===== src/hdl/rssu_pkg.sv =====
// Purpose: constants and carrier types of the ramp start sync unit
// Assumes: one 250 MHz clock
// Notes: config word fields follow the sync config register layout
package rssu_pkg;
    localparam int unsigned CLK_MHZ = 250;
    localparam logic [7:0] SYNC_CONFIG_ADDR = 8'h02;
    localparam logic [7:0] OUT_ADD_ADDR = 8'h11;
    localparam logic [7:0] DELAY_ADDR = 8'h13;
    localparam int unsigned START_EN_LSB = 0;
    localparam int unsigned START_EN_W = 5;
    localparam int unsigned TRIG_LSB = 5;
    localparam int unsigned TRIG_W = 4;
    localparam int unsigned POL_BIT = 9;
    localparam int unsigned IMMED_BIT = 10;
    localparam int unsigned EN_TARGET = 0;
    localparam int unsigned EN_MAX_VELOCITY = 1;
    localparam int unsigned EN_RAMP = 2;
    localparam int unsigned EN_GEAR = 3;
    localparam int unsigned EN_SHADOW = 4;
    localparam int unsigned TRG_EXT = 0;
    localparam int unsigned TRG_TGT = 1;
    localparam int unsigned TRG_VEL = 2;
    localparam int unsigned TRG_CMP = 3;
    localparam logic [31:0] SYNC_CONFIG_RST = 32'h0000_0000;
    localparam logic [31:0] OUT_ADD_RST = 32'h0000_0000;
    localparam logic [31:0] DELAY_RST = 32'h0000_0000;

    // motion parameter set carried between host, pending and active copies
    typedef struct packed {
        logic [31:0] target_position;
        logic [31:0] max_velocity;
        logic [2:0] ramp_profile_select;
        logic [31:0] step_scale_factor;
    } rssu_motion_t;

    // motion events seen by the trigger logic
    typedef struct packed {
        logic compare_match_event;
        logic velocity_reached;
        logic target_reached;
    } rssu_events_t;

    typedef enum logic [2:0] {
        RSSU_IDLE = 3'b001,
        RSSU_DELAY = 3'b010,
        RSSU_FIRE = 3'b100
    } rssu_state_t;
endpackage


===== src/hdl/rssu_top.sv =====
// Purpose: ramp start synchronisation unit: trigger select, start delay,
//   start pin and start-gated motion parameter update
// Assumes: register writes arrive as one-cycle strobes from the spi front end
// Notes: start pin is three signals; oe_n low means driven
`timescale 1ns/10ps
module rssu_top #(
    parameter int unsigned CNT_W = 32
) (
    input wire logic clk_i,
    input wire logic nrst_i,
    input wire logic reg_wr_i,
    input wire logic [7:0] reg_addr_i,
    input wire logic [31:0] reg_wdata_i,
    output logic [31:0] reg_rdata_o,
    input wire logic [2:0] mot_wr_i,
    input wire logic mot_wr_gear_i,
    input wire rssu_pkg::rssu_motion_t mot_wdata_i,
    input wire rssu_pkg::rssu_motion_t shadow_i,
    input wire rssu_pkg::rssu_events_t events_i,
    input wire logic start_pin_i,
    output logic start_pin_o,
    output logic start_pin_oe_n_o,
    output logic int_start_o,
    output rssu_pkg::rssu_motion_t active_o
);
    // the delay counter is cut from a 32-bit register, so wider makes no sense
    if (CNT_W < 1 || CNT_W > 32) begin : g_bad_cnt_w
        $error("CNT_W must be 1 to 32");
    end

    ////////////////////////////////////////////////////////////////////////
    // registers
    logic [31:0] cfg_q, cfg_d, out_add_q, out_add_d, delay_q, delay_d;
    logic [3:0] trig_sel;
    logic [4:0] start_en;
    logic pol, immed;
    assign trig_sel = cfg_q[rssu_pkg::TRIG_LSB +: rssu_pkg::TRIG_W];
    assign start_en = cfg_q[rssu_pkg::START_EN_LSB +: rssu_pkg::START_EN_W];
    assign pol = cfg_q[rssu_pkg::POL_BIT];
    assign immed = cfg_q[rssu_pkg::IMMED_BIT];

    always_comb begin
        cfg_d = cfg_q;
        out_add_d = out_add_q;
        delay_d = delay_q;
        if (reg_wr_i) begin
            case (reg_addr_i)
                rssu_pkg::SYNC_CONFIG_ADDR: cfg_d = reg_wdata_i;
                rssu_pkg::OUT_ADD_ADDR: out_add_d = reg_wdata_i;
                rssu_pkg::DELAY_ADDR: delay_d = reg_wdata_i;
                default: ;
            endcase
        end
    end

    always_ff @(posedge clk_i) begin
        if (!nrst_i) begin
            cfg_q <= rssu_pkg::SYNC_CONFIG_RST;
            out_add_q <= rssu_pkg::OUT_ADD_RST;
            delay_q <= rssu_pkg::DELAY_RST;
        end else begin
            cfg_q <= cfg_d;
            out_add_q <= out_add_d;
            delay_q <= delay_d;
        end
    end

    always_comb begin
        case (reg_addr_i)
            rssu_pkg::SYNC_CONFIG_ADDR: reg_rdata_o = cfg_q;
            rssu_pkg::OUT_ADD_ADDR: reg_rdata_o = out_add_q;
            rssu_pkg::DELAY_ADDR: reg_rdata_o = delay_q;
            default: reg_rdata_o = 32'h0000_0000;
        endcase
    end

    ////////////////////////////////////////////////////////////////////////
    // trigger detection
    logic [3:0] lvl, lvl_q;
    logic [3:0] rise;
    logic ext_trig, int_trig, any_trig;
    // input polarity: pin normalised so that 1 means active
    assign lvl = {events_i.compare_match_event, events_i.velocity_reached,
                  events_i.target_reached, start_pin_i ~^ pol};
    // edge into active state is the trigger
    assign rise = lvl & ~lvl_q;

    always_ff @(posedge clk_i) begin
        if (!nrst_i) begin
            lvl_q <= 4'h1;
        end else begin
            lvl_q <= lvl;
        end
    end

    // pin edge counts only when the pin is an input
    assign ext_trig = rise[rssu_pkg::TRG_EXT] & trig_sel[rssu_pkg::TRG_EXT];
    // each enabled internal event triggers on its own
    assign int_trig = |(rise[3:1] & trig_sel[3:1]);
    // an all-zero select leaves both terms low
    assign any_trig = ext_trig | int_trig;

    ////////////////////////////////////////////////////////////////////////
    // start delay machine
    rssu_pkg::rssu_state_t st_q, st_d;
    logic [CNT_W-1:0] dcnt_q, dcnt_d;
    logic start;

    always_comb begin
        st_d = st_q;
        dcnt_d = dcnt_q;
        start = 1'b0;
        case (st_q)
            rssu_pkg::RSSU_IDLE: begin
                if (any_trig) begin
                    // zero delay fires on the next cycle
                    if ((ext_trig && immed) || delay_q[CNT_W-1:0] == '0) begin
                        st_d = rssu_pkg::RSSU_FIRE;
                    end else begin
                        st_d = rssu_pkg::RSSU_DELAY;
                        dcnt_d = delay_q[CNT_W-1:0] - 1'b1;
                    end
                end
            end
            rssu_pkg::RSSU_DELAY: begin
                if (ext_trig && immed) begin
                    st_d = rssu_pkg::RSSU_FIRE;
                end else if (dcnt_q == '0) begin
                    st_d = rssu_pkg::RSSU_FIRE;
                end else begin
                    dcnt_d = dcnt_q - 1'b1;
                end
            end
            rssu_pkg::RSSU_FIRE: begin
                start = 1'b1;
                st_d = rssu_pkg::RSSU_IDLE;
            end
            default: st_d = rssu_pkg::RSSU_IDLE;
        endcase
    end

    always_ff @(posedge clk_i) begin
        if (!nrst_i) begin
            st_q <= rssu_pkg::RSSU_IDLE;
            dcnt_q <= '0;
        end else begin
            st_q <= st_d;
            dcnt_q <= dcnt_d;
        end
    end

    assign int_start_o = start;

    ////////////////////////////////////////////////////////////////////////
    // start pin output
    logic [31:0] ocnt_q, ocnt_d;
    logic oact_q, oact_d;

    always_comb begin
        oact_d = oact_q;
        ocnt_d = ocnt_q;
        // active for out_add plus one cycles
        if (start) begin
            oact_d = 1'b1;
            ocnt_d = out_add_q;
        end else if (oact_q) begin
            if (ocnt_q == 32'h0000_0000) begin
                oact_d = 1'b0;
            end else begin
                ocnt_d = ocnt_q - 32'h0000_0001;
            end
        end
    end

    always_ff @(posedge clk_i) begin
        if (!nrst_i) begin
            oact_q <= 1'b0;
            ocnt_q <= 32'h0000_0000;
        end else begin
            oact_q <= oact_d;
            ocnt_q <= ocnt_d;
        end
    end

    // pin drives only when external trigger is off
    assign start_pin_oe_n_o = trig_sel[rssu_pkg::TRG_EXT];
    // active low unless polarity bit set
    assign start_pin_o = oact_q ~^ pol;

    ////////////////////////////////////////////////////////////////////////
    // motion parameter gating
    rssu_pkg::rssu_motion_t act_q, act_d, pend_q, pend_d;
    logic [3:0] pend_v_q, pend_v_d;
    logic [3:0] wr;
    assign wr = {mot_wr_gear_i, mot_wr_i};

    always_comb begin
        act_d = act_q;
        pend_d = pend_q;
        pend_v_d = pend_v_q;
        // shadow set first, direct or pending values then override
        if (start && start_en[rssu_pkg::EN_SHADOW]) begin
            act_d = shadow_i;
        end
        // every held field applies on the same start
        if (start) begin
            if (pend_v_q[rssu_pkg::EN_TARGET]) begin
                act_d.target_position = pend_q.target_position;
            end
            if (pend_v_q[rssu_pkg::EN_MAX_VELOCITY]) begin
                act_d.max_velocity = pend_q.max_velocity;
            end
            if (pend_v_q[rssu_pkg::EN_RAMP]) begin
                act_d.ramp_profile_select = pend_q.ramp_profile_select;
            end
            if (pend_v_q[rssu_pkg::EN_GEAR]) begin
                act_d.step_scale_factor = pend_q.step_scale_factor;
            end
            pend_v_d = 4'h0;
        end
        // clear enable bit writes through at once
        // set enable bit holds the write
        if (wr[rssu_pkg::EN_TARGET]) begin
            if (start_en[rssu_pkg::EN_TARGET]) begin
                pend_d.target_position = mot_wdata_i.target_position;
                pend_v_d[rssu_pkg::EN_TARGET] = 1'b1;
            end else begin
                act_d.target_position = mot_wdata_i.target_position;
            end
        end
        if (wr[rssu_pkg::EN_MAX_VELOCITY]) begin
            if (start_en[rssu_pkg::EN_MAX_VELOCITY]) begin
                pend_d.max_velocity = mot_wdata_i.max_velocity;
                pend_v_d[rssu_pkg::EN_MAX_VELOCITY] = 1'b1;
            end else begin
                act_d.max_velocity = mot_wdata_i.max_velocity;
            end
        end
        if (wr[rssu_pkg::EN_RAMP]) begin
            if (start_en[rssu_pkg::EN_RAMP]) begin
                pend_d.ramp_profile_select = mot_wdata_i.ramp_profile_select;
                pend_v_d[rssu_pkg::EN_RAMP] = 1'b1;
            end else begin
                act_d.ramp_profile_select = mot_wdata_i.ramp_profile_select;
            end
        end
        if (wr[rssu_pkg::EN_GEAR]) begin
            if (start_en[rssu_pkg::EN_GEAR]) begin
                pend_d.step_scale_factor = mot_wdata_i.step_scale_factor;
                pend_v_d[rssu_pkg::EN_GEAR] = 1'b1;
            end else begin
                act_d.step_scale_factor = mot_wdata_i.step_scale_factor;
            end
        end
    end

    always_ff @(posedge clk_i) begin
        if (!nrst_i) begin
            act_q <= '0;
            pend_q <= '0;
            pend_v_q <= 4'h0;
        end else begin
            act_q <= act_d;
            pend_q <= pend_d;
            pend_v_q <= pend_v_d;
        end
    end

    assign active_o = act_q;
endmodule


===== config.mk =====
export PLATFORM = sky130hd
export DESIGN_NAME = rssu_top
export DESIGN_NICKNAME = d
export VERILOG_FILES = /design/src/hdl/rssu_pkg.sv /design/src/hdl/rssu_top.sv
export SDC_FILE = /design/constraint.sdc
export NUM_CORES = 1
export LEC_CHECK = 0
export BUFFER_PORTS_ARGS = -buffer_cell sky130_fd_sc_hd__buf_4
export CAP_MARGIN = 0
export CORE_MARGIN = 5
export CORE_UTILIZATION = 30
export DETAILED_ROUTE_END_ITERATION = 8
export SETUP_SLACK_MARGIN = 0.1
export SLEW_MARGIN = 20
export SYNTH_ARGS = -nofsm -noshare
export SYNTH_HDL_FRONTEND = slang
export SYNTH_SLANG_ARGS = --single-unit

===== constraint.sdc =====
create_clock -name clk_i -period 5.57 [get_ports clk_i]
set_input_delay 0.2785 -clock clk_i [delete_from_list [all_inputs] [get_ports clk_i]]
set_output_delay 0.2785 -clock clk_i [all_outputs]
set_load 0.005 [all_outputs]

# ---- Word-level counts from Yosys, hierarchy flattened
# Index checks and enable logic that the tools add are counted.
dict set report totals {
  regBits 370
  in_bits 249
  output_inout_bits 134
}
dict set report op_classes {
  add_sub_neg 3
  eq_ne 12
  mux 41
  n_bitwise 7
  reduce_logical 19
}
# operator count
set op_table {}
lappend op_table {{$mux 32} 16}
lappend op_table {{$mux 99} 2}
lappend op_table {{$logic_not 32->1} 3}
lappend op_table {{$pmux 32 s3} 1}
lappend op_table {{$sub 32x1->32 const B} 3}
lappend op_table {{$pmux 32 s2} 1}
lappend op_table {{$mux 3} 7}
lappend op_table {{$reduce_and 2->1} 9}
lappend op_table {{$eq 8x5->1 const B} 2}
lappend op_table {{$mux 1} 12}
lappend op_table {{$ne 2x2->1 const B} 5}
lappend op_table {{$eq 8x2->1 const B} 1}
lappend op_table {{$pmux 3 s2} 1}
lappend op_table {{$reduce_and 5->1} 1}
lappend op_table {{$and 4x4->4} 1}
lappend op_table {{$mux 4} 1}
lappend op_table {{$not 4->4} 1}
lappend op_table {{$reduce_bool 2->1} 2}
lappend op_table {{$and 3x3->3} 1}
lappend op_table {{$eq 3x1->1 const B} 1}
lappend op_table {{$eq 3x2->1 const B} 1}
lappend op_table {{$eq 3x3->1 const B} 1}
lappend op_table {{$ne 3x3->1 const B} 1}
lappend op_table {{$reduce_or 3->1} 1}
lappend op_table {{other kinds (5)} 7}

# ---- Logic depth before layout (Yosys ltp)
dict set report depth {
  depth_word 8
  mapped_depth 17
  mapped_depth_nobuf 10
}

# ---- Worst setup path after synthesis
# OpenSTA, ideal clock, no wires.
dict set report synth_timing {
  path_kind {flip-flop to flip-flop}
  startpoint {reg st_q[1]}
  endpoint {reg dcnt_q[24]}
  setup_time_ns 0.134
  arrival_ns 4.342
  required_time_ns 5.436
  setup_slack_ns 1.095
  stages_incl_launch_ff 18
  n_path_buf 7
  cell_sequence {dfxtp_1 -> nor3b_1 -> clkbuf_1 -> clkbuf_1 -> clkbuf_1 -> clkbuf_1 -> buf_1 -> mux2i_1 -> ha_1 -> clkbuf_1 -> or4b_2 -> nor3_1 -> a32oi_1 -> or2_2 -> clkbuf_1 -> mux2_2 -> a211oi_1 -> o22ai_1}
}
dict set report synth_via {
  elab_chain_cells 3
}
# item line_no
set synth_rtl {}
lappend synth_rtl {{start: declaration} rssu_top.sv:105} ;# rssu_pkg::rssu_state_t st_q, st_d;
lappend synth_rtl {{start signal: assignment} rssu_top.sv:144} ;# st_q <= rssu_pkg::RSSU_IDLE;
lappend synth_rtl {{start signal: assignment} rssu_top.sv:147} ;# st_q <= st_d;
lappend synth_rtl {{$eq 3x2->1 or $eq 3x1->1 (tied branches)} rssu_top.sv:113} ;# case (st_q)
lappend synth_rtl {{$ne 2x2->1 (no source line) or $reduce_bool 2->1 (tied branches)} -}
lappend synth_rtl {{$reduce_and 5->1 (no source line)} -}
lappend synth_rtl {{end signal: assignment} rssu_top.sv:148} ;# dcnt_q <= dcnt_d;
lappend synth_rtl {{end: declaration} rssu_top.sv:106} ;# logic [CNT_W-1:0] dcnt_q, dcnt_d;
# Several ways; a longest one is shown, not always the timed one.
# A chain may end at the register's enable or synchronous reset.

# ---- Worst setup path in the final report
# Same ends and word-level chain as after synthesis.

==> results.md <==
- Most common cell in the netlist: nand2_1
- WP data required: 6.00 ns
- Syn Nets: 2604
- Met3 Use GR: 0.03991
- Clk buf depth: 3
- Design area: 24070 µm²
- Simple-gate area share of the yosys netlist: 0.2281
- Worst Hold Path EP: pend_q[33]
- Die Wd: 253.6 µm
- Type of origin of the critical path: flop
- R2r setup slk: 1.68 ns
- Number of flops mapped to enable cells by yosys: 0
- Final hold violations: 0
- Routed Antenna Nets: 0
- Synth area leaders: dfxtp_1, nand2_1, a21oi_1
- Clock Skew: 0.01837 ns
- Post-synthesis adder-cell area fraction: 0.002109
- Drt first pass iters: 5
- Filler cell count: 5838
- Min-Delay Path Depth: 3
- First-pass GRT wire length: 97560 µm
- F_max: 256.9 MHz
- Crit end category: flop
- Reg-to-Reg Start: st_q[1]
- Total power: 0.006312 W
- Cells after Synth: 2352
- Max Slew Vio Count: 0
- Max rail drop VDD: 176.4 µV
- Post-DP HPWL: 42370 µm
- Sequential area share after synthesis: 0.4161
- Flops & latches, synth: 370
- Synth top cells by count: nand2_1, dfxtp_1, a21oi_1
- Vias: 18290
- CTS sink cnt: 370
- XOR/XNOR share of the synthesized area: 0.01820
- Count of final setup violators: 0
- Port buffer count: 382
- GPL Wtd Cong: 0.8821
- Post-Layout Cell Count: 3558
- Die area: 64310 µm²
- Critical path class: flop to flop
- DRT Wirelength: 62600 µm
- Worst hold start: mot_wr_i[2]
- Post-Route Utilization: 0.4085
- Setup TNS: 0 ns
- Post-Syn Area: 17800 µm²
- Ports: 383
- Max-Cap Viols: 0
- Starting Density: 0.3022
- Die Ht: 253.6 µm
- DR DRC count: 0
- Synth Area in Compound Gates: 0.2097
- Share of layout cells above drive strength 1: 0.1844
- Rel. slew slack: 0.3306
- Least-Margin Pin Slew: 0.9949 ns
- Outcome: finished, final reports clean
- Post-detailed-route wirelength per cell: 17.59 µm
- Yosys warns: 0
- Initial antenna violation count: 5
- Vias in the first global route: 17830
- Final net count: 3003
- Num CTS Buffers: 43
- Reg2Reg Depth: 11
- H-tree depth: 2
- Synth top area share: 0.4161
- Area delta synth->final: 35.18%
- Synth async-reset ratio: 0
- GRT met2 Usage: 0.3132
- Rows: 89
- Largest family of logic cells by synthesized area: simple AND/OR/NAND/NOR gates
- Reg clk slew, reported paths: 0.07 ns
- Min-Delay Path Class: input pin to flop
- Part of the cycle the worst path needs: 0.6989
- P_leak: 9.237 nW
- DP Area: 21190 µm²
- CTS tree: built
- Dpl cells: 3344
- Clock Latency Late Sink: 0.56 ns
- Post-layout min period: 3.893 ns
- Reg2Reg Capture Point: dcnt_q[24]
- RSZ-0062 raised after global routing: false
- GRT Total Usage: 0.1846
- Mux share of post-synthesis cell area: 0.08301
- Largest net degree at the start of global routing: 95
- GR peak layer: met2
- DR vias/cell: 5.139
- Pwr Density: 262.3 nW/µm²
- Worst-path fanout max: 27
- Main flop type after synthesis: dfxtp_1
- Synth cell types: 70
- Postcts setup bufs: 0
- CP arrival: 4.32 ns
- Largest area contributor in the netlist: dfxtp_1
- Core area: 58910 µm²
- Initial DRC count: 1207
- GRT met1 Usage: 0.2341
- Clock root buffer: clkbuf_16
- Syn avg cell area: 7.569 µm²
- Grt ovf: 0
-- worst max-delay path by stage --
stage / start / to / cells after the start
3_5_place_dp: st_q[1] / dcnt_q[24] / 11
2_1_floorplan: st_q[1] / dcnt_q[24] / 17
3_3_place_gp: st_q[2] / dcnt_q[24] / 11
5_1_grt: st_q[1] / dcnt_q[24] / 11
4_1_cts: st_q[1] / dcnt_q[24] / 11
6_report: st_q[1] / dcnt_q[24] / 11
-- timing repair --
item	in CTS	in global routing
endpoints found under the hold margin	298	0
hold buffers	135	0
gates resized for setup	0	0
-- report_power, final --
part	switching [W]	total (W)	internal [W]
combinational	0.000244	0.000545	0.000301
sequential	0.0000348	0.00273	0.00269
clock	0.00116	0.00304	0.00188
-- area by class of cell --
| type | instances | area [µm²] | share of cell area |
|---|---|---|---|
| Timing Repair Buffer | 541 | 4412 | 0.1833 |
| Clock inverter | 15 | 265.3 | 0.01102 |
| Tap cell | 773 | 967.2 | 0.04019 |
| Antenna cell | 3 | 7.507 | 0.0003119 |
| Multi-Input combinational cell | 1787 | 9726 | 0.4041 |
| Inverter | 8 | 37.54 | 0.001560 |
| Clock buffer | 61 | 1244 | 0.05168 |
| Sequential cell | 370 | 7407 | 0.3078 |
-- cells in the final DEF (no fill, tap or decap), drive strengths merged, types with 4 or more instances in the layout --
master       instances
nand2              511
buf                406
dfxtp              370
a21oi              354
nor2               269
mux2i              142
dlygate4sd3        135
a211oi             105
o21ai               99
clkbuf              61
nor3                48
xor2                23
nand3               23
nor4                19
xnor2               14
or3                 13
or4                 13
and3                13
and2                13
a31oi               10
o2111ai              9
inv                  9
o22ai                8
nor3b                8
nand3b               7
o211ai               7
bufinv               7
o31a                 6
nor2b                6
mux2                 5
a21boi               5
nand4                4
or2                  4
o21a                 4
o31ai                4
clkinv               4
-- state kept, by name (all words and copies together) (netlist names), 32 cells and up --
register   count
active_o      99
cfg_q         32
dcnt_q        32
delay_q       32
ocnt_q        32
out_add_q     32
pend_q        99
-- per-layer routing --
metal | vias to the layer above | part of all wire
li1 | 8961 | -
met1 | 8605 | 0.42
met2 | 591 | 0.48
met3 | 122 | 0.067
met4 | 6 | 0.031
met5 | - | 0.00045
-- through the flow --
step,worst slack (ns),hold WS (ns)
after CTS,1.736,0.001050
after floorplan,1.095,0.4002
after global placement,1.800,0.4414
after global routing,1.479,0.01842
final,1.677,0.03730
after detailed placement,1.783,0.4470
-- logic make-up after synthesis --
kind of cell,after synthesis
simple gates,963
compound gates,637
flops,370
buf+inv,195
mux,147
xor+xnor,37
fa+ha+maj,3
-- critical path: stages (launching register included) --
cell and delay, ns:
dfxtp_1 0.37, nor3b_2 0.54, buf_4 0.40, mux2i_1 0.24, ha_1 0.38, or4b_2 0.62
nor3_1 0.15, a32oi_1 0.10, or2_2 0.36, mux2_2 0.28, a211oi_1 0.23, o22ai_1 0.11
Power figures use the tool's default switching activity.
